File: config.mk
export PLATFORM = sky130hd
export DESIGN_NAME = eiobp_top
export DESIGN_NICKNAME = d
export VERILOG_FILES = /design/src/eiobp_pkg.sv /design/src/eiobp_core_if.sv /design/src/eiobp_nv_mem.sv /design/src/eiobp_pin_bank.sv /design/src/eiobp_top.sv
export SDC_FILE = /design/constraint.sdc
export NUM_CORES = 1
export LEC_CHECK = 0
export BUFFER_PORTS_ARGS = -buffer_cell sky130_fd_sc_hd__buf_2
export CORE_MARGIN = 4
export CORE_UTILIZATION = 45
export DETAILED_ROUTE_END_ITERATION = 10
export MAX_ROUTING_LAYER = met4
export SYNTH_ARGS = -nofsm -noshare
export SYNTH_HDL_FRONTEND = slang
export SYNTH_SLANG_ARGS = --single-unit
File: constraint.sdc
create_clock -name clock_i -period 9 [get_ports clock_i]
set_input_delay 0.9 -clock clock_i [delete_from_list [all_inputs] [get_ports clock_i]]
set_output_delay 0.9 -clock clock_i [all_outputs]
set_load 0.05 [all_outputs]
File: src/eiobp_pkg.sv
// shared constants and types for the extended i/o block port
package eiobp_pkg;

    // point and group geometry
    localparam int GROUP_BITS = 8;
    localparam int NUM_EXT_BLOCKS = 8;
    localparam int NUM_GROUPS = 9;
    localparam int EXT_POINTS = 64;
    localparam int BW_EXT_ARGS = 4;
    localparam int BW_ARGS = 5;

    // point index ranges
    localparam logic [6:0] POINT_GEN_FIRST = 7'h01;
    localparam logic [6:0] POINT_GEN_LAST = 7'h08;
    localparam logic [6:0] POINT_EXT_FIRST = 7'h11;
    localparam logic [6:0] POINT_EXT_LAST = 7'h50;

    // block numbers seen by software
    localparam logic [3:0] BLOCK_GENERAL = 4'h0;
    localparam logic [3:0] BLOCK_EXT_FIRST = 4'h2;
    localparam logic [3:0] BLOCK_EXT_LAST = 4'h9;

    // register offsets (byte addresses)
    localparam logic [7:0] OFF_DIR_CFG = 8'h00;
    localparam logic [7:0] OFF_POINT_CMD = 8'h04;
    localparam logic [7:0] OFF_POINT_SEL = 8'h08;
    localparam logic [7:0] OFF_POINT_LEVEL = 8'h0C;
    localparam logic [7:0] OFF_BW_ARG0 = 8'h10;
    localparam logic [7:0] OFF_BW_ARG1 = 8'h14;
    localparam logic [7:0] OFF_BW_ARG2 = 8'h18;
    localparam logic [7:0] OFF_BW_ARG3 = 8'h1C;
    localparam logic [7:0] OFF_BW_ARG4 = 8'h20;
    localparam logic [7:0] OFF_BW_GO = 8'h24;
    localparam logic [7:0] OFF_SAVE = 8'h28;
    localparam logic [7:0] OFF_STATUS = 8'h2C;
    localparam logic [7:0] OFF_BLOCK_BASE = 8'h40;
    localparam logic [7:0] OFF_BLOCK_LAST = 8'h64;

    // point command field layout
    localparam int PC_INDEX_LSB = 0;
    localparam int PC_OP_LSB = 8;
    localparam int PC_COND_BIT = 12;
    localparam logic [1:0] PC_OP_SET = 2'h0;
    localparam logic [1:0] PC_OP_CLEAR = 2'h1;
    localparam logic [1:0] PC_OP_COND = 2'h2;

    // status fields
    localparam int ST_BUSY_BIT = 0;
    localparam int ST_SAVED_BIT = 1;

    // reset values
    localparam logic [7:0] DIR_CFG_RESET = 8'h00;
    localparam logic [7:0] OUT_RESET = 8'h00;

    // nonvolatile image: word 0 direction, words 1..9 groups 0..8
    localparam logic [3:0] NV_WORD_DIR = 4'h0;
    localparam logic [3:0] NV_WORD_LAST = 4'h9;
    localparam logic [3:0] LOAD_STEP_LAST = 4'hA;

    typedef enum logic [1:0] {ST_BOOT, ST_LOAD, ST_IDLE, ST_SAVE} eiobp_state_t;

endpackage

File: src/eiobp_core_if.sv
// carrier between the control core, the pin bank and the image memory
`timescale 1ns/1ps
interface eiobp_core_if;
    logic [7:0] dir;
    logic [8:0][7:0] outs;
    logic [8:0][7:0] level;
    logic mem_we;
    logic [3:0] mem_addr;
    logic [7:0] mem_wdata;
    logic [7:0] mem_rdata;
    logic mem_valid;

    modport core (output dir, outs, mem_we, mem_addr, mem_wdata,
                  input level, mem_rdata, mem_valid);
    modport bank (input dir, outs, output level);
    modport mem (input mem_we, mem_addr, mem_wdata, output mem_rdata, mem_valid);
endinterface

File: src/eiobp_nv_mem.sv
// image memory holding saved direction and output states
`timescale 1ns/1ps
module eiobp_nv_mem #(
    parameter int DEPTH = 16,
    parameter int WIDTH = 8
) (
    input wire logic clock_i,
    input wire logic nv_erase_i,
    eiobp_core_if.mem mem
);
    logic [WIDTH-1:0] cells [DEPTH];
    logic [WIDTH-1:0] rd_word;
    logic saved;

    // cells keep their content across system reset
    always_ff @(posedge clock_i)
    begin
        if (mem.mem_we)
        begin
            cells[mem.mem_addr] <= mem.mem_wdata;
        end
        rd_word <= cells[mem.mem_addr];
    end

    // valid only once the last word landed, so a torn save is never restored unless an earlier save already set it
    always_ff @(posedge clock_i)
    begin
        if (mem.mem_we && mem.mem_addr == eiobp_pkg::NV_WORD_LAST)
        begin
            saved <= 1'b1;
        end
        else if (nv_erase_i)
        begin
            saved <= 1'b0;
        end
    end

    assign mem.mem_rdata = rd_word;
    assign mem.mem_valid = saved;
endmodule

File: src/eiobp_pin_bank.sv
// pin drivers, input sampling and per-point level view
`timescale 1ns/1ps
module eiobp_pin_bank (
    input wire logic clock_i,
    input wire logic sys_rst_i,
    input wire logic [63:0] ext_in_i,
    output logic [7:0] gen_out_o,
    output logic [63:0] ext_out_o,
    output logic [63:0] ext_oe_n_o,
    eiobp_core_if.bank bank
);
    logic [63:0] pin_sample;
    logic [8:0][7:0] level;

    always_ff @(posedge clock_i)
    begin
        if (sys_rst_i)
        begin
            gen_out_o <= eiobp_pkg::OUT_RESET;
            pin_sample <= '0;
            level[0] <= eiobp_pkg::OUT_RESET;
        end
        else
        begin
            gen_out_o <= bank.outs[0];
            pin_sample <= ext_in_i;
            level[0] <= bank.outs[0];
        end
    end

    for (genvar b = 0; b < eiobp_pkg::NUM_EXT_BLOCKS; b++)
    begin : g_block
        always_ff @(posedge clock_i)
        begin
            if (sys_rst_i)
            begin
                ext_out_o[b*8 +: 8] <= eiobp_pkg::OUT_RESET;
                ext_oe_n_o[b*8 +: 8] <= 8'hFF;
                level[b+1] <= eiobp_pkg::OUT_RESET;
            end
            else
            begin
                ext_out_o[b*8 +: 8] <= bank.outs[b+1];
                ext_oe_n_o[b*8 +: 8] <= {8{~bank.dir[b]}};
                // outputs read back their own state, inputs the pin
                level[b+1] <= bank.dir[b] ? bank.outs[b+1] : pin_sample[b*8 +: 8];
            end
        end
    end

    assign bank.level = level;
endmodule

File: src/eiobp_top.sv
// extended i/o block port: register port, point and block commands, save and restore
//
// Design decisions made here: strobed register access and the register offsets.
`timescale 1ns/1ps
// Notes on behaviour
// - there are 64 extended points in eight blocks of eight, blocks 2 to 9, points 17 to 80.
// - the direction word has one bit per block, bit 0 for block 2 up to bit 7 for block 9.
// - a direction bit of one makes its whole block an output, zero makes it an input.
// - with nothing saved, startup uses a direction word of zero so all blocks are inputs.
// - a save command stores the direction word and all output states for later restore.
// - set and clear act on one point 1 to 8 or 17 to 80, only where its block is an output.
// - the conditional command drives the point high when the condition is true, else low.
// - block write takes an 8-bit general argument and four 16-bit pair arguments, low block low.
// - block write drops argument bits that land on input blocks, leaving them unchanged.
// - each supplied argument overwrites its whole group, omitted ones keep their values.
// - block read takes block 0 or 2 to 9 and returns its eight levels, lowest point at bit 0.
// - point read takes 1 to 8 or 17 to 80 and returns its level, 17 being block 2 bit 0.
// - general outputs 1 to 8 are block 0, always outputs, untouched by the direction word.
module eiobp_top (
    input wire logic clock_i,
    input wire logic sys_rst_i,
    input wire logic nv_erase_i,
    input wire logic [7:0] bus_addr_i,
    input wire logic [31:0] bus_wdata_i,
    input wire logic bus_wr_i,
    input wire logic bus_rd_i,
    output logic [31:0] bus_rdata_o,
    input wire logic [63:0] ext_in_i,
    output logic [7:0] gen_out_o,
    output logic [63:0] ext_out_o,
    output logic [63:0] ext_oe_n_o
);
    eiobp_core_if core_if();

    eiobp_pkg::eiobp_state_t state;
    logic [3:0] step;
    logic [7:0] dir;
    logic [8:0][7:0] outs;
    logic [7:0] bw_gen;
    logic [3:0][15:0] bw_ext;
    logic [6:0] point_sel;
    logic idle;
    logic wr_dir;
    logic wr_point;
    logic wr_bw_go;
    logic wr_save;
    logic [7:0] cmd_map;
    logic [7:0] sel_map;
    logic cmd_target_out;
    logic next_bit;
    logic [1:0] cmd_op;
    logic [31:0] rd_value;
    logic [3:0] blk_num;
    logic cmd_op_ok;
    logic point_go;
    logic bw_go;
    logic [eiobp_pkg::BW_ARGS-1:0] bw_mask;
    logic blk_hit;
    logic sel_level;

    // maps a point index to {valid, group, bit}; group 0 is the general port
    function automatic logic [7:0] point_map(input logic [6:0] idx);
        logic [6:0] rel;
        logic [3:0] grp;
        rel = idx - eiobp_pkg::POINT_EXT_FIRST;
        grp = {1'b0, rel[5:3]} + 4'h1;
        // indices outside both ranges stay invalid
        point_map = 8'h00;
        if (idx >= eiobp_pkg::POINT_GEN_FIRST && idx <= eiobp_pkg::POINT_GEN_LAST)
        begin
            point_map = {1'b1, 4'h0, rel[2:0]};
        end
        else if (idx >= eiobp_pkg::POINT_EXT_FIRST && idx <= eiobp_pkg::POINT_EXT_LAST)
        begin
            point_map = {1'b1, grp, rel[2:0]};
        end
        // general index bit is idx-1, equal to rel low bits since 17 and 1 differ by 16
    endfunction

    // group 0 is always writable, extended groups follow their direction bit
    function automatic logic group_is_out(input logic [3:0] grp, input logic [7:0] cfg);
        logic [3:0] blk;
        blk = grp - 4'h1;
        if (grp == 4'h0)
        begin
            group_is_out = 1'b1;
        end
        else
        begin
            group_is_out = cfg[blk[2:0]];
        end
    endfunction

    assign idle = (state == eiobp_pkg::ST_IDLE);
    assign wr_dir = bus_wr_i && bus_addr_i == eiobp_pkg::OFF_DIR_CFG;
    assign wr_point = bus_wr_i && bus_addr_i == eiobp_pkg::OFF_POINT_CMD;
    assign wr_bw_go = bus_wr_i && bus_addr_i == eiobp_pkg::OFF_BW_GO;
    assign wr_save = bus_wr_i && bus_addr_i == eiobp_pkg::OFF_SAVE;

    assign cmd_map = point_map(bus_wdata_i[eiobp_pkg::PC_INDEX_LSB +: 7]);
    assign sel_map = point_map(point_sel);
    assign cmd_op = bus_wdata_i[eiobp_pkg::PC_OP_LSB +: 2];
    assign cmd_target_out = cmd_map[7] && group_is_out(cmd_map[6:3], dir);

    // reserved op codes are dropped, not taken as a clear
    assign point_go = idle && wr_point && cmd_target_out && cmd_op_ok;
    // dropped while busy: a queued command would act on a torn image
    assign bw_go = idle && wr_bw_go;
    assign bw_mask = bus_wdata_i[eiobp_pkg::BW_ARGS-1:0];

    always_comb
    begin
        next_bit = 1'b0;
        cmd_op_ok = 1'b1;
        case (cmd_op)
            eiobp_pkg::PC_OP_SET: next_bit = 1'b1;
            eiobp_pkg::PC_OP_CLEAR: next_bit = 1'b0;
            eiobp_pkg::PC_OP_COND: next_bit = bus_wdata_i[eiobp_pkg::PC_COND_BIT];
            default: cmd_op_ok = 1'b0;
        endcase
    end

    // sequencer: boot check, restore from image, idle, save to image
    always_ff @(posedge clock_i)
    begin
        if (sys_rst_i)
        begin
            state <= eiobp_pkg::ST_BOOT;
            step <= 4'h0;
        end
        else
        begin
            case (state)
                eiobp_pkg::ST_BOOT:
                begin
                    step <= 4'h0;
                    // nothing saved means the reset defaults stay in force
                    state <= core_if.mem_valid ? eiobp_pkg::ST_LOAD : eiobp_pkg::ST_IDLE;
                end
                eiobp_pkg::ST_LOAD:
                begin
                    // step 1 takes the direction word, steps 2 to 10 the groups
                    step <= step + 4'h1;
                    if (step == eiobp_pkg::LOAD_STEP_LAST)
                    begin
                        state <= eiobp_pkg::ST_IDLE;
                    end
                end
                eiobp_pkg::ST_IDLE:
                begin
                    step <= 4'h0;
                    if (wr_save)
                    begin
                        state <= eiobp_pkg::ST_SAVE;
                    end
                end
                eiobp_pkg::ST_SAVE:
                begin
                    // pins keep driving while the image is written
                    step <= step + 4'h1;
                    if (step == eiobp_pkg::NV_WORD_LAST)
                    begin
                        state <= eiobp_pkg::ST_IDLE;
                    end
                end
                // a stray state restarts at the boot check, restoring only if an image is saved
                default:
                begin
                    state <= eiobp_pkg::ST_BOOT;
                    step <= 4'h0;
                end
            endcase
        end
    end

    // image port: read address leads the data by one cycle
    assign core_if.mem_we = (state == eiobp_pkg::ST_SAVE);
    assign core_if.mem_addr = step;
    assign core_if.mem_wdata = (step == eiobp_pkg::NV_WORD_DIR) ? dir : outs[step[3:0] - 4'h1];

    // direction word
    always_ff @(posedge clock_i)
    begin
        if (sys_rst_i)
        begin
            dir <= eiobp_pkg::DIR_CFG_RESET;
        end
        else if (state == eiobp_pkg::ST_LOAD && step == 4'h1)
        begin
            dir <= core_if.mem_rdata;
        end
        // a write during save or restore would tear the image
        else if (idle && wr_dir)
        begin
            dir <= bus_wdata_i[7:0];
        end
    end

    // output states; commands are dropped while saving or restoring
    always_ff @(posedge clock_i)
    begin
        if (sys_rst_i)
        begin
            outs <= '0;
        end
        else if (state == eiobp_pkg::ST_LOAD)
        begin
            if (step >= 4'h2)
            begin
                outs[step - 4'h2] <= core_if.mem_rdata;
            end
        end
        else if (point_go)
        begin
            outs[cmd_map[6:3]][cmd_map[2:0]] <= next_bit;
        end
        else if (bw_go)
        begin
            if (bw_mask[0])
            begin
                outs[0] <= bw_gen;
            end
            for (int g = 1; g < eiobp_pkg::NUM_GROUPS; g++)
            begin
                // odd groups take the low byte of their pair argument
                // an input block drops its byte even if its pair partner takes one
                if (bw_mask[(g + 1) / 2] && group_is_out(4'(g), dir))
                begin
                    outs[g] <= (g % 2 == 1) ? bw_ext[(g - 1) / 2][7:0]
                                            : bw_ext[(g - 1) / 2][15:8];
                end
            end
        end
    end

    // block write argument staging and point read selector
    // staged arguments outlive a block write and may be reused
    always_ff @(posedge clock_i)
    begin
        if (sys_rst_i)
        begin
            bw_gen <= 8'h00;
            bw_ext <= '0;
            point_sel <= 7'h00;
        end
        else if (bus_wr_i)
        begin
            case (bus_addr_i)
                eiobp_pkg::OFF_BW_ARG0: bw_gen <= bus_wdata_i[7:0];
                eiobp_pkg::OFF_BW_ARG1: bw_ext[0] <= bus_wdata_i[15:0];
                eiobp_pkg::OFF_BW_ARG2: bw_ext[1] <= bus_wdata_i[15:0];
                eiobp_pkg::OFF_BW_ARG3: bw_ext[2] <= bus_wdata_i[15:0];
                eiobp_pkg::OFF_BW_ARG4: bw_ext[3] <= bus_wdata_i[15:0];
                eiobp_pkg::OFF_POINT_SEL: point_sel <= bus_wdata_i[6:0];
                default: point_sel <= point_sel;
            endcase
        end
    end

    // read decode; block 1 and unmapped addresses read zero
    assign blk_num = bus_addr_i[5:2];
    // only aligned words inside the block window decode
    assign blk_hit = bus_addr_i >= eiobp_pkg::OFF_BLOCK_BASE
        && bus_addr_i <= eiobp_pkg::OFF_BLOCK_LAST && bus_addr_i[1:0] == 2'h0;
    // an invalid index reads level zero beside valid zero
    assign sel_level = sel_map[7] && core_if.level[sel_map[6:3]][sel_map[2:0]];

    always_comb
    begin
        rd_value = 32'h0000_0000;
        case (bus_addr_i)
            eiobp_pkg::OFF_DIR_CFG: rd_value = {24'h00_0000, dir};
            eiobp_pkg::OFF_POINT_SEL: rd_value = {25'h000_0000, point_sel};
            eiobp_pkg::OFF_POINT_LEVEL:
            begin
                rd_value[1] = sel_map[7];
                rd_value[0] = sel_level;
            end
            eiobp_pkg::OFF_BW_ARG0: rd_value = {24'h00_0000, bw_gen};
            eiobp_pkg::OFF_BW_ARG1: rd_value = {16'h0000, bw_ext[0]};
            eiobp_pkg::OFF_BW_ARG2: rd_value = {16'h0000, bw_ext[1]};
            eiobp_pkg::OFF_BW_ARG3: rd_value = {16'h0000, bw_ext[2]};
            eiobp_pkg::OFF_BW_ARG4: rd_value = {16'h0000, bw_ext[3]};
            eiobp_pkg::OFF_STATUS:
            begin
                rd_value[eiobp_pkg::ST_BUSY_BIT] = !idle;
                rd_value[eiobp_pkg::ST_SAVED_BIT] = core_if.mem_valid;
            end
            default:
            begin
                if (blk_hit)
                begin
                    if (blk_num == eiobp_pkg::BLOCK_GENERAL)
                    begin
                        rd_value = {24'h00_0000, core_if.level[0]};
                    end
                    else if (blk_num >= eiobp_pkg::BLOCK_EXT_FIRST)
                    begin
                        rd_value = {24'h00_0000, core_if.level[blk_num - 4'h1]};
                    end
                end
            end
        endcase
    end

    // read data stand only in the cycle after the strobe
    always_ff @(posedge clock_i)
    begin
        if (sys_rst_i)
        begin
            bus_rdata_o <= 32'h0000_0000;
        end
        else
        begin
            bus_rdata_o <= bus_rd_i ? rd_value : 32'h0000_0000;
        end
    end

    // bank and image see the same registered state
    assign core_if.dir = dir;
    assign core_if.outs = outs;

    // pins lag the internal state by one edge
    eiobp_pin_bank u_bank (
        .clock_i(clock_i),
        .sys_rst_i(sys_rst_i),
        .ext_in_i(ext_in_i),
        .gen_out_o(gen_out_o),
        .ext_out_o(ext_out_o),
        .ext_oe_n_o(ext_oe_n_o),
        .bank(core_if.bank)
    );

    // image survives sys_rst_i, only nv_erase_i blanks it
    eiobp_nv_mem #(
        .DEPTH(16),
        .WIDTH(8)
    ) u_mem (
        .clock_i(clock_i),
        .nv_erase_i(nv_erase_i),
        .mem(core_if.mem)
    );
endmodule

Yosys cells after proc, flatten, opt, wreduce, memory -nomap -nowiden --
Memories as Yosys holds them, arrays and structs flattened. A register that Yosys moved wholly into a read port is not among the register bits. Index checks and enable logic that the tools add are counted.
Storage, ports and cells: bits in registers 406, input port bits 109, RAM bits 128, memories kept 1, output and inout bits 168
Cells by class: add/sub/neg operators 9, muxes and demuxes 94, bitwise gates (word level) 9, equal/unequal tests 23, magnitude comparators 23, reductions and logical operators 70
Memory list:
- u_mem.cells | depth 16, width 8, read ports 1, clocked after Yosys merged registers in 1, write ports 1, line eiobp_nv_mem.sv:11 | logic [WIDTH-1:0] cells [DEPTH];
Operator list (count):
- $mux 72 | 4
- $mux 8 | 30
- $pmux 30 s8 | 1
- $bwmux 72 | 2
- $bmux 8 s4 | 3
- $demux 8 s4 | 2
- $mux 32 | 2
- $mux 1 | 39
- $eq 8x5->1 const B | 4
- $eq 8x6->1 const B | 4
- $logic_and 1x1->1 | 30
- $reduce_and 3->1 | 10
- $reduce_bool 3->1 | 10
- $lt 4x5->1 const B | 5
- $pmux 2 s9 | 1
- $eq 8x4->1 const B | 2
- $ge 7x1->1 const B | 2
- $ge 7x5->1 const B | 2
- $le 7x4->1 const B | 2
- $le 7x7->1 const B | 2
- $logic_not 4->1 | 3
- $lt 3x4->1 const B | 3
- $reduce_and 2->1 | 6
- $sub 6x5->6 const B | 2
- other kinds (30) | 57

Logic depth before layout (Yosys ltp) --
Gate-level depths: netlist of run 1.
word-level depth 19, gate-level depth with buffers 21, gate-level depth less buffers 16

Modules after synthesis --
Synthesis of run 1 repeated with hierarchy kept, for this count alone.
Second synthesis, totals: cells, all modules 2353, area, all modules 24059.3 µm²
By module, submodules not included:
- eiobp_top | sequential area each 3623.5 µm², area each 12355.6 µm², times used 1, cells an instance 1542
- eiobp_pin_bank | sequential area each 4164.0 µm², area each 6601.3 µm², times used 1, cells an instance 575
- eiobp_nv_mem | sequential area each 4023.9 µm², area each 5102.4 µm², times used 1, cells an instance 236

Least setup slack after synthesis of run 1 --
Ideal clock, no wire load.
path type input-to-reg, start point input bus_wdata_i[1], end point register outs, in the netlist core_if.outs[39], cell stages on the path 20, library setup time 0.132 ns, path buffers 4, path slack 4.307 ns, arrival time 4.561 ns, required time 8.868 ns, path through clkbuf_1 > inv_1 > ha_1 > nor3b_1 > o21ai_1 > and2_1 > buf_4 > nand2b_1 > ha_1 > clkbuf_1 > nand3b_1 > a21oi_1 > nand2b_1 > or3_1 > o32ai_4 > o31ai_4 > buf_6 > a221o_1 > a211oi_1 > nor3_1
On the way: cells in the longest elaborated chain, start to end 13, elaborated cells between the ends (all ways) 34, those cells by class add/sub (3); order compare (8); mux (12); reduce/logical (11)
RTL lines:
- start, declared | line eiobp_top.sv:24 | input wire logic [31:0] bus_wdata_i,
- $sub 6x5->6 (tied with other cells) | line eiobp_top.sv:65 | rel = idx - eiobp_pkg::POINT_EXT_FIRST;
- $add 3x1->4 or $logic_and 1x1->1 (tied branches) | line eiobp_top.sv:66, eiobp_top.sv:73
- $mux 8 | line eiobp_top.sv:73 | else if (idx >= eiobp_pkg::POINT_EXT_FIRST && idx <= eiobp_pkg::POINT_EXT_LAST)
- $mux 8 * | line eiobp_top.sv:69 | if (idx >= eiobp_pkg::POINT_GEN_FIRST && idx <= eiobp_pkg::POINT_GEN_LAST)
- $sub 3x1->3 (tied with other cells) | line eiobp_top.sv:83 | blk = grp - 4'h1;
- $bmux 1 s3 or $logic_and 1x1->1 (tied branches) | line eiobp_top.sv:90, eiobp_top.sv:215
- $mux 1, on equally long branches | line eiobp_top.sv:90, eiobp_top.sv:215
- $mux 1 or $demux 1 s3 (tied branches) | line eiobp_top.sv:84, eiobp_top.sv:215
- $logic_and 1x1->1 or $mux 8 (tied branches) | line eiobp_top.sv:103, eiobp_top.sv:215
- $logic_and 1x1->1 or $demux 8 s4 (tied branches) | line eiobp_top.sv:106, eiobp_top.sv:215
- $logic_and 1x1->1 or $bwmux 72 (tied branches) | line eiobp_top.sv:106, eiobp_top.sv:215
- $reduce_bool 3->1 (no line) or $mux 72 (tied branches)
- $reduce_and 3->1 (no line) or $mux 72 (tied branches)
- end signal, assigned by index | line eiobp_top.sv:210 | outs[step - 4'h2] <= core_if.mem_rdata;
- end signal, assigned by index | line eiobp_top.sv:215 | outs[cmd_map[6:3]][cmd_map[2:0]] <= next_bit;
- end signal, assigned by index | line eiobp_top.sv:229 | outs[g] <= (g % 2 == 1) ? bw_ext[(g - 1) / 2][7:0]
- end, declared | line eiobp_top.sv:38 | logic [8:0][7:0] outs;
Mark *: on every way between the ends. The rest lies on a longest branch, timed or not. The select of a mux whose other input is x is not followed. A chain may end at the register's enable or synchronous reset.

Worst setup path in the final report of run 1 --
start point input bus_wdata_i[0], end point register outs, in the netlist core_if.outs[25]
Same word-level chain as after synthesis.

==> results of run 1 <==
## cell type report
class / instances / area, µm² / share of cell area
flip-flops and latches: 526 / 11800 / 0.430
inverters: 27 / 101 / 0.00369
well taps: 696 / 871 / 0.0317
clock inverters: 37 / 455 / 0.0166
repair buffers: 278 / 1490 / 0.0541
clock buffers: 63 / 1460 / 0.0529
multi-input cells: 1670 / 11300 / 0.411
diodes: 3 / 7.51 / 0.000273
## sequential cells by signal, summed over array words and instances, names as in the netlist
signal and cells:
state 2, u_bank.ext_oe_n_o 8, bus_rdata_o 16, u_mem.mem.mem_rdata 8, u_bank.bank.level 72, bw_ext 64
point_sel 7, core_if.dir 8, u_mem.mem.mem_valid 1, u_mem.cells 128, core_if.mem_addr 4, bw_gen 8
u_bank.ext_out_o 64, u_bank.pin_sample 64, core_if.outs 72
## cell usage in the layout (no fill, tap or decap), types with 17 or more instances in the layout
cell type / instances
edfxtp_1: 128
mux4_2: 72
nor3_1: 50
o2bb2ai_1: 30
dfxtp_1: 397
o22ai_1: 20
nand3_1: 35
nor2_1: 250
a311oi_1: 33
nor2b_1: 146
buf_2: 243
a21oi_1: 175
a2111oi_0: 29
clkbuf_16: 54
a211oi_1: 28
inv_1: 26
and3_1: 28
o211ai_1: 17
nand2_1: 255
a22oi_1: 46
nor4_1: 19
mux2i_1: 100
a31oi_1: 26
o21ai_0: 39
a221oi_1: 29
and2_1: 25
ha_1: 26
buf_4: 34
## metrics by stage
step,utilization,total power (µW)
finish,0.511,5160
global route,0.511,5300
CTS,0.510,5190
detailed placement,0.475,2810
global placement,0.475,2810
floorplan,-,2710
## kinds of logic after synthesis
logic type,synth area share
AND/OR/NAND/NOR,0.166
AO/OA/AOI/OAI,0.158
flip-flops,0.483
buffers and inverters,0.0583
multiplexers,0.113
adder cells (fa/ha/maj),0.0133
XOR/XNOR,0.00844
other,0.000153
## worst paths after layout
kind | start | endpoint | slack [ns] | cells past startpoint
hold / removal | u_bank.pin_sample[16] | u_bank.bank.level[24] | 0.46 | 2
setup / recovery | bus_wdata_i[0] | core_if.outs[25] | 3.19 | 16
hold reg to reg | u_bank.pin_sample[16] | u_bank.bank.level[24] | 0.46 | 2
setup reg to reg | core_if.mem_addr[0] | u_mem.cells[12][5] | 4.23 | 6
## worst max-delay path: stages
cell,delay [ns]
buf_2,0.43
inv_1,0.24
ha_1,0.29
nor3b_1,0.15
o21ai_1,0.47
and2_1,0.37
nand2b_1,0.21
ha_1,0.38
a31oi_1,0.13
a221oi_1,0.41
o32ai_4,0.24
o21ai_4,0.88
buf_4,0.48
nor2_1,0.09
a2111oi_0,0.48
nor3_1,0.10
## routing by layer
layer / GRT usage / share of wire / vias up / routed length (µm)
met2: 0.462 / 0.42 / 1116 / 40100
met5: - / 0 / - / 0
met1: 0.472 / 0.44 / 10000 / 41900
met4: 0.115 / 0.040 / 0 / 3750
li1: - / - / 9078 / -
met3: 0.0552 / 0.093 / 183 / 8740
## report_power, final
group	leakage (µW)	internal (µW)	switching (µW)
combinational	0.00434	91.2	232
sequential	0.00437	2440	15.1
clock	0.000909	1370	1020
==> results by group, run 1 <==
Yosys
  – Sequential area share after synthesis: 0.483
  – Number of flops mapped to enable cells by yosys: 128
  – Top_reg_cell synth: dfxtp_1
  – Synthesized flop and latch total: about 530
  – Yosys cell types: just under 80
  – Synth area leaders: dfxtp_1, edfxtp_1, mux4_2, mux2i_1, nand2_1
  – Mapped Area: 0.0244 mm²
  – Post-synth top area cell: dfxtp_1
  – Most frequent cell after synthesis: dfxtp_1
  – Synth top area share: 0.326
  – Synthesized area per cell: 9.92 µm²
  – Synth Instances: 2464
  – Most common library cells after synthesis: dfxtp_1, nand2_1, nor2_1, a21oi_1, nor2b_1
  – YS warnings: 0
  – Post-synth ARST share: 0

Global routing
  – Vias in the first global route: 18800
  – GRT Total Usage: 0.326
  – Gr ovfl total: 0
  – First-pass GRT wire length: 134000 µm
  – Largest net degree at the start of global routing: 114
  – Initial antenna violation count: 4

Floorplan
  – IO Pins: 277
  – Starting density of the core: 0.454
  – FP Rows: 85
  – Die Span Y: 241 µm
  – Die Area: 0.0581 mm²
  – Core Area: 0.0538 mm²
  – Die width: between 200 and 250 µm

STA
  – Worst setup margin: 3.19 ns
  – Final Hold Viols: 0
  – FMAX: 172 MHz
  – Measured slew at the worst slew-check pin: 1.35 ns
  – Final Skew: 0.0244 ns
  – Min Tclk post-route: 5.81 ns
  – Min Hold Slack: 0.464 ns
  – Slew Viols, Final: 0
  – Rel. slew slack: 0.101
  – Final Setup Violations: 0
  – Final worst-path cycle share: 0.646
  – Setup_tns: 0 ns
  – Unrepaired setup endpoints after global routing: no

Power and ir drop
  – Pwr Density: 188 mW/mm²
  – Max VDD drop: 131 µV
  – Static Leak: 0.00962 µW

Clock tree
  – TritonCTS Sinks: 526
  – Clock root cell: clkbuf_16
  – Resize count post-CTS: 0
  – Clock Path Buffers: 3
  – H-Tree Level Count: 2
  – Clk_lat worst skew: approximately 0.63 ns
  – CTS tree: built
  – CTS clk-pin slew, worst paths: roughly 0.060 ns
  – Cts hold-fix bufs: 0
  – CTS Buf Count: 54
  – Post-CTS setup buffer count: 0

Routing
  – Drt pass-1 iters: 6
  – DR vias/cell: 6.18
  – DRC Markers: 0
  – Post-route ant nets: 0
  – Wire length per cell: 28.6 µm
  – Routed WL: approximately 94000 µm
  – Iter 0 DRT Violations: around 2500
  – Routed via count: between 20000 and 25000

Critical path
  – Worst Setup Start Kind: input port
  – Crit-path max FO: 42
  – Critical path capture point type: register
  – Critical path class: in -> reg
  – CP arrival: between 6 and 7 ns
  – Required time of the worst setup path: 9.47 ns

Placed design
  – GP Congestion: 0.984
  – Placed instance area: around 0.026 mm²
  – Placed insts: 3196
  – Final HPWL DP: 68900 µm
  – PortBufs: 244
  – Setup slack at placement: 2.73 ns

Cells and area
  – Share of cells above drive strength 1: 0.185
  – Non-Filler Instances: 3300
  – Area growth, synth to finish: 12.4%
  – Fill count: 4962
  – Fin area: 0.0275 mm²
  – Final nets: 2692

Flow run
  – Max-Cap Viols: 0

Run status
  – Status: finished, final reports clean

Hold path
  – Type of the worst min-delay path: reg -> reg
Power figures use the tool's default switching activity.
==> run 2, diff against run 1 <==
Settings changed: PLACE_DENSITY set to 0.66.
Clock period 9 ns to 5.14 ns, I/O delays scaled along.
==> results by group, run 2 (synthesis results as in run 1) <==
Run status
  – Status: finished, final reports clean (unchanged)

STA
  – Final Hold Viols: 0 (unchanged)
  – Unrepaired setup endpoints after global routing: no (unchanged)
  – Rel. slew slack: 0.0691 (was 0.101)
  – Min Tclk post-route: 4.36 ns
  – FMAX: 230 MHz
  – Measured slew at the worst slew-check pin: 1.40 ns (was 1.35 ns)
  – Worst setup margin: 0.785 ns (was 3.19 ns)
  – Final Setup Violations: 0 (unchanged)
  – Final Skew: 0.0324 ns (was 0.0244 ns)
  – Final worst-path cycle share: 0.847
  – Setup_tns: 0 ns (unchanged)
  – Slew Viols, Final: 0 (unchanged)

Cells and area
  – Most common cell after layout, fill and taps aside: dfxtp_1 (unchanged)
  – Biggest regs: u_mem.cells: 128 flops, core_if.outs: 72 flops, u_bank.bank.level: 72 flops (unchanged)
  – Top reg by flops: u_mem.cells (unchanged)
  – Fill count: 4876 (was 4962)
  – Final nets: 2727 (was 2692)
  – Max FFs per register: 128 (unchanged)
  – Share of cells above drive strength 1: 0.196 (was 0.185)
  – Non-Filler Instances: 3335 (was 3300)
  – Area growth, synth to finish: 13.9% (was 12.4%)
  – Commonest cells after routing, fill and taps aside: dfxtp_1, nand2_1, nor2_1 (unchanged)

Floorplan
  – IO Pins: 277 (unchanged)
  – FP Rows: 85 (unchanged)
  – Die width: 241 µm (unchanged)
  – Starting density of the core: 0.454 (unchanged)
  – Core Area: 0.0538 mm² (unchanged)
  – Die Area: 0.0581 mm² (unchanged)
  – Die Span Y: 241 µm (unchanged)

Placed design
  – GP Congestion: 0.994 (was 0.984)
  – Final HPWL DP: 70000 µm (was 68900 µm)
  – Setup slack at placement: 0.258 ns (was 2.73 ns)
  – PortBufs: 244 (unchanged)
  – Placed insts: 3230 (was 3196)

Power and ir drop
  – Pwr Density: 332 mW/mm² (was 188 mW/mm²)
  – Max VDD drop: 303 µV (was 131 µV)
  – Power Total: 9250 µW (was 5160 µW)
  – Static Leak: 0.00986 µW (was 0.00962 µW)

Routing
  – DRC Markers: 0 (unchanged)
  – Routed WL: 95500 µm (was 94400 µm)
  – Post-route ant nets: 0 (unchanged)
  – DR vias/cell: 6.15 (was 6.18)
  – Routed via count: 20500 (was 20400)
  – Iter 0 DRT Violations: 2697 (was 2534)
  – Wire length per cell: 28.6 µm (about the same)
  – Drt pass-1 iters: 6 (unchanged)

Critical path
  – Crit-path max FO: 16 (was 42)
  – Critical path class: in -> reg (unchanged)
  – CP Cell Sequence: buf_2 -> inv_1 -> ha_1 -> nor3b_1 -> o21ai_1 -> and2_1 -> nand2b_1 -> ha_1 -> nand3b_1 -> a21oi_1 -> nand2b_1 -> o32ai_1 -> o32ai_4 -> nor2_2 -> nor2_1 -> buf_4 -> a2111oi_0 -> nor4_1 (was buf_2 -> inv_1 -> ha_1 -> nor3b_1 -> o21ai_1 -> and2_1 -> nand2b_1 -> ha_1 -> a31oi_1 -> a221oi_1 -> o32ai_4 -> o21ai_4 -> buf_4 -> nor2_1 -> a2111oi_0 -> nor3_1)
  – Buffer and inverter count on the worst path: 3 (unchanged)
  – Top delay family on crit path: simple AND/OR/NAND/NOR gates (was compound AO/OA/AOI/OAI gates)
  – Biggest cell delay along the critical path: 0.58 ns (was 0.88 ns)
  – Worst Setup Start Kind: input port (unchanged)
  – Slowest-stage cell, CP: nor2_2 (was o21ai_4)
  – Required time of the worst setup path: 5.61 ns (was 9.47 ns)
  – CP arrival: 4.83 ns (was 6.28 ns)
  – Critical path capture point type: register (unchanged)

Global routing
  – GRT Total Usage: 0.329 (was 0.326)
  – Gr ovfl total: 0 (unchanged)
  – First-pass GRT wire length: 135000 µm (was 134000 µm)
  – Initial antenna violation count: 2 (was 4)
  – Vias in the first global route: 19200 (was 18800)
  – Largest net degree at the start of global routing: 228 (was 114)

Clock tree
  – Clk_lat worst skew: 0.64 ns (was 0.63 ns)
  – TritonCTS Sinks: 526 (unchanged)
  – Cts hold-fix bufs: 0 (unchanged)
  – Clock root cell: clkbuf_16 (unchanged)
  – Clock Path Buffers: 3 (unchanged)
  – Post-CTS setup buffer count: 0 (unchanged)
  – H-Tree Level Count: 2 (unchanged)
  – CTS tree: built (unchanged)
  – CTS clk-pin slew, worst paths: 0.06 ns (about the same)
  – CTS Buf Count: 54 (unchanged)
  – Resize count post-CTS: 0 (unchanged)

Hold path
  – Type of the worst min-delay path: in -> reg (was reg -> reg)

Flow run
  – Max-Cap Viols: 0 (unchanged)
==> run 2: final timing paths <==
kind / start / to / slack [ns] / cells after the start
worst min-delay path: ext_in_i[22] / u_bank.pin_sample[22] / 0.09 / 2
worst max register to register: point_sel[0] / bus_rdata_o[0] / 1.09 / 12
worst max-delay path: bus_wdata_i[0] / core_if.outs[35] / 0.78 / 18
worst min register to register: u_bank.pin_sample[20] / u_bank.bank.level[28] / 0.47 / 2
==> run 2: area by class of cell <==
class                      count  area, µm²  share of cell area
tap                          696        871              0.0313
antenna                        2       5.00            0.000180
sequential                   526      11800               0.424
clock buffer                  69       1510              0.0542
timing repair buffer         313       1790              0.0641
inverter                      27        101             0.00364
clock inverter                32        483              0.0173
multi-input combinational   1670      11300               0.405
==> run 2: per-layer routing <==
metal / vias to the layer above / wire length (µm) / GRT usage / part of all wire
li1: 9132 / - / - / -
met2: 1132 / 40700 / 0.468 / 0.43
met3: 192 / 9060 / 0.0597 / 0.095
met1: 10100 / 42100 / 0.473 / 0.44
met5: - / 0 / - / 0
met4: 0 / 3640 / 0.113 / 0.038
==> run 2: where the power goes <==
part / internal (µW) / total, µW / switching (µW) / leakage (µW)
sequential: 4260 / 4290 / 26.3 / 0.00437
clock: 2600 / 4380 / 1780 / 0.000955
combinational: 177 / 582 / 405 / 0.00453
total: 7040 / 9250 / 2210 / 0.00986
==> run 2: stage by stage <==
| stage | utilization | hold WS [ns] | cell area, µm² |
|---|---|---|---|
| 6_report | 0.518 | 0.0885 | 27900 |
| 3_3_place_gp | 0.480 | 0.443 | 25800 |
| 5_1_grt | 0.518 | 0.0798 | 27900 |
| 3_5_place_dp | 0.480 | 0.452 | 25800 |
| 2_1_floorplan | - | 0.407 | 24500 |
| 4_1_cts | 0.517 | 0.0636 | 27800 |
==> run 2: worst reg2reg max path, delay by kind of cell, from the launching register on <==
kind	cells	cell delay (ns)
AO/OA/AOI/OAI	2	0.69
XOR/XNOR	3	0.54
AND/OR/NAND/NOR	4	1.01
flip-flops	1	0.98
adder cells (fa/ha/maj)	1	0.25
buffers and inverters	2	0.45
==> run 3, diff against run 2 <==
Clock period 5.14 ns to 3.85 ns, I/O delays scaled along.
==> results by group, run 3 (synthesis results as in run 1) <==
Placed design
  – GP Congestion: 1.02 (was 0.994)
  – PortBufs: 244 (unchanged)
  – Placed instance area: 0.0268 mm² (was 0.0258 mm²)
  – Setup slack at placement: -0.220 ns (was 0.258 ns)
  – Final HPWL DP: 69000 µm (was 70000 µm)
  – Placed insts: 3334 (was 3230)

STA
  – Unrepaired setup endpoints after global routing: no (unchanged)
  – Min Tclk post-route: 3.54 ns
  – Min Hold Slack: 0.00722 ns (was 0.0885 ns)
  – Final Setup Violations: 0 (unchanged)
  – Final Skew: 0.0280 ns (was 0.0324 ns)
  – Final Hold Viols: 0 (unchanged)
  – Slew Viols, Final: 0 (unchanged)
  – Rel. slew slack: 0.243 (was 0.0691)
  – FMAX: ~280 MHz
  – Final worst-path cycle share: 0.919
  – Measured slew at the worst slew-check pin: 1.14 ns (was 1.40 ns)
  – Worst setup margin: 0.312 ns (was 0.785 ns)

Cells and area
  – Non-Filler Instances: 3485 (was 3335)
  – Biggest regs: u_mem.cells: 128 flops, core_if.outs: 72 flops, u_bank.bank.level: 72 flops (unchanged)
  – Final nets: 2878 (was 2727)
  – Top reg by flops: u_mem.cells (unchanged)
  – Commonest cells after routing, fill and taps aside: dfxtp_1, nand2_1, nor2_1 (unchanged)
  – Share of cells above drive strength 1: 0.225 (was 0.196)
  – Most common cell after layout, fill and taps aside: dfxtp_1 (unchanged)
  – Max FFs per register: 128 (unchanged)
  – Fin area: 0.0291 mm² (was 0.0279 mm²)
  – Area growth, synth to finish: 19.2% (was 13.9%)

Routing
  – Post-route ant nets: 0 (unchanged)
  – DRC Markers: 0 (unchanged)
  – Drt pass-1 iters: 6 (unchanged)
  – Routed WL: 94400 µm (was 95500 µm)
  – Iter 0 DRT Violations: 2663 (was 2697)
  – Wire length per cell: 27.1 µm (was 28.6 µm)
  – Routed via count: 21300 (was 20500)
  – DR vias/cell: 6.10 (was 6.15)

Floorplan
  – IO Pins: 277 (unchanged)
  – Die Span Y: 241 µm (unchanged)
  – Core Area: 0.0538 mm² (unchanged)
  – Die width: 241 µm (unchanged)
  – FP Rows: 85 (unchanged)
  – Die Area: 0.0581 mm² (unchanged)
  – Starting density of the core: 0.454 (unchanged)

Power and ir drop
  – Net Sw Frac: 0.245 (was 0.239)
  – Power share of the clock group: 0.451 (was 0.473)
  – Static Leak: 0.0105 µW (was 0.00986 µW)
  – Gate power share: 0.077 (was 0.063)
  – P_int: 9180 µW (was 7040 µW)
  – Psw: 2980 µW (was 2210 µW)
  – Pwr Density: 418 mW/mm² (was 332 mW/mm²)
  – Max VDD drop: 411 µV (was 303 µV)
  – Seq pwr share: 0.471 (was 0.464)

Critical path
  – Worst Setup Start Kind: input port (unchanged)
  – Most used cell, CP: ha_4
  – Slowest-stage cell, CP: or4_4 (was nor2_2)
  – Required time of the worst setup path: 4.32 ns (was 5.61 ns)
  – Crit-path max FO: 12 (was 16)
  – Critical path capture point type: register (unchanged)
  – FF-to-FF Start: point_sel[0] (unchanged)
  – CP arrival: 4.01 ns (was 4.83 ns)
  – CP Cell Sequence: buf_2 -> or4_4 -> nand2_2 -> ha_4 -> nand2b_4 -> ha_4 -> nand3b_1 -> a21oi_1 -> nand2b_1 -> or3_4 -> o32ai_4 -> o31ai_4 -> buf_4 -> o2bb2ai_1 -> a2111oi_0 -> nor4_1 (was buf_2 -> inv_1 -> ha_1 -> nor3b_1 -> o21ai_1 -> and2_1 -> nand2b_1 -> ha_1 -> nand3b_1 -> a21oi_1 -> nand2b_1 -> o32ai_1 -> o32ai_4 -> nor2_2 -> nor2_1 -> buf_4 -> a2111oi_0 -> nor4_1)
  – Critical path startpoint: bus_wdata_i[1] (was bus_wdata_i[0])
  – Critical path class: in -> reg (unchanged)
  – Biggest cell delay along the critical path: 0.57 ns (was 0.58 ns)

Clock tree
  – CTS clk-pin slew, worst paths: 0.06 ns (about the same)
  – Clock root cell: clkbuf_16 (unchanged)
  – Clk_lat worst skew: 0.64 ns (about the same)
  – TritonCTS Sinks: 526 (unchanged)
  – Post-CTS setup buffer count: 0 (unchanged)
  – CTS Buf Count: 54 (unchanged)
  – Resize count post-CTS: 0 (unchanged)
  – Clock Path Buffers: 3 (unchanged)
  – H-Tree Level Count: 2 (unchanged)
  – Cts hold-fix bufs: 49 (was 0)
  – CTS tree: built (unchanged)

Flow run
  – Max-Cap Viols: 0 (unchanged)

Global routing
  – GRT Total Usage: 0.324 (was 0.329)
  – First-pass GRT wire length: 134000 µm (was 135000 µm)
  – Largest net degree at the start of global routing: 153 (was 228)
  – Gr ovfl total: 0 (unchanged)
  – Initial antenna violation count: 1 (was 2)
  – Vias in the first global route: 20200 (was 19200)

Run status
  – Status: finished, final reports clean (unchanged)

Hold path
  – HP Start: ext_in_i[60] (was ext_in_i[22])
  – Type of the worst min-delay path: in -> reg (unchanged)
## run 3: cell count changes in the layout (fill, tap and decap cells not counted), moves of 5 or more
cell	before	now
dlygate4sd3_1	0	49
buf_4	66	163
clkbuf_8	8	2
clkinv_1	0	6
buf_12	3	8
## run 3: per-stage QoR
stage	utilization	TNS, ns	total power [µW]
finish	0.542	0	12200
global route	0.542	0	12500
CTS	0.541	0	12200
detailed placement	0.498	-4.93	6720
global placement	0.498	-2.79	6720
floorplan	-	0	6360
## run 3: layer usage
metal  global-route usage  part of all wire  up-vias
li1                     -                 -     9452
met1                0.416              0.40    10300
met2                0.500              0.46     1206
met3               0.0450             0.082      289
met4                0.175             0.063        0
met5                    -                 0        -
## run 3: final timing paths
check | to | depth (start not counted) | slack [ns]
worst max-delay path | core_if.outs[51] | 16 | 0.31
worst max register to register | bus_rdata_o[0] | 13 | 0.37
worst min-delay path | u_bank.pin_sample[60] | 2 | 0.007
worst min register to register | u_bank.bank.level[10] | 2 | 0.47
## run 3: critical path: cells and delay by family
kind	cells	cell delay, ns
buf+inv	2	0.36
compound gates	5	1.45
simple gates	7	1.48
fa+ha+maj	2	0.32
## run 3: area by class of cell
cell class                      count  area, µm²
Antenna cell                        1       2.50
Clock buffer                       61       1400
Clock inverter                     40        475
Fill cell                        4664      24700
Inverter                           27        101
Multi-Input combinational cell   1670      11400
Sequential cell                   526      11800
Tap cell                          696        871
Timing Repair Buffer              464       3110
## run 3: power by group through the flow
stage	registers [µW]	logic (µW)	clock network (µW)
floorplan	5830	529	0
global placement	5850	867	0
detailed placement	5850	872	0
CTS	5730	915	5530
global route	5730	985	5760
finish	5730	941	5490
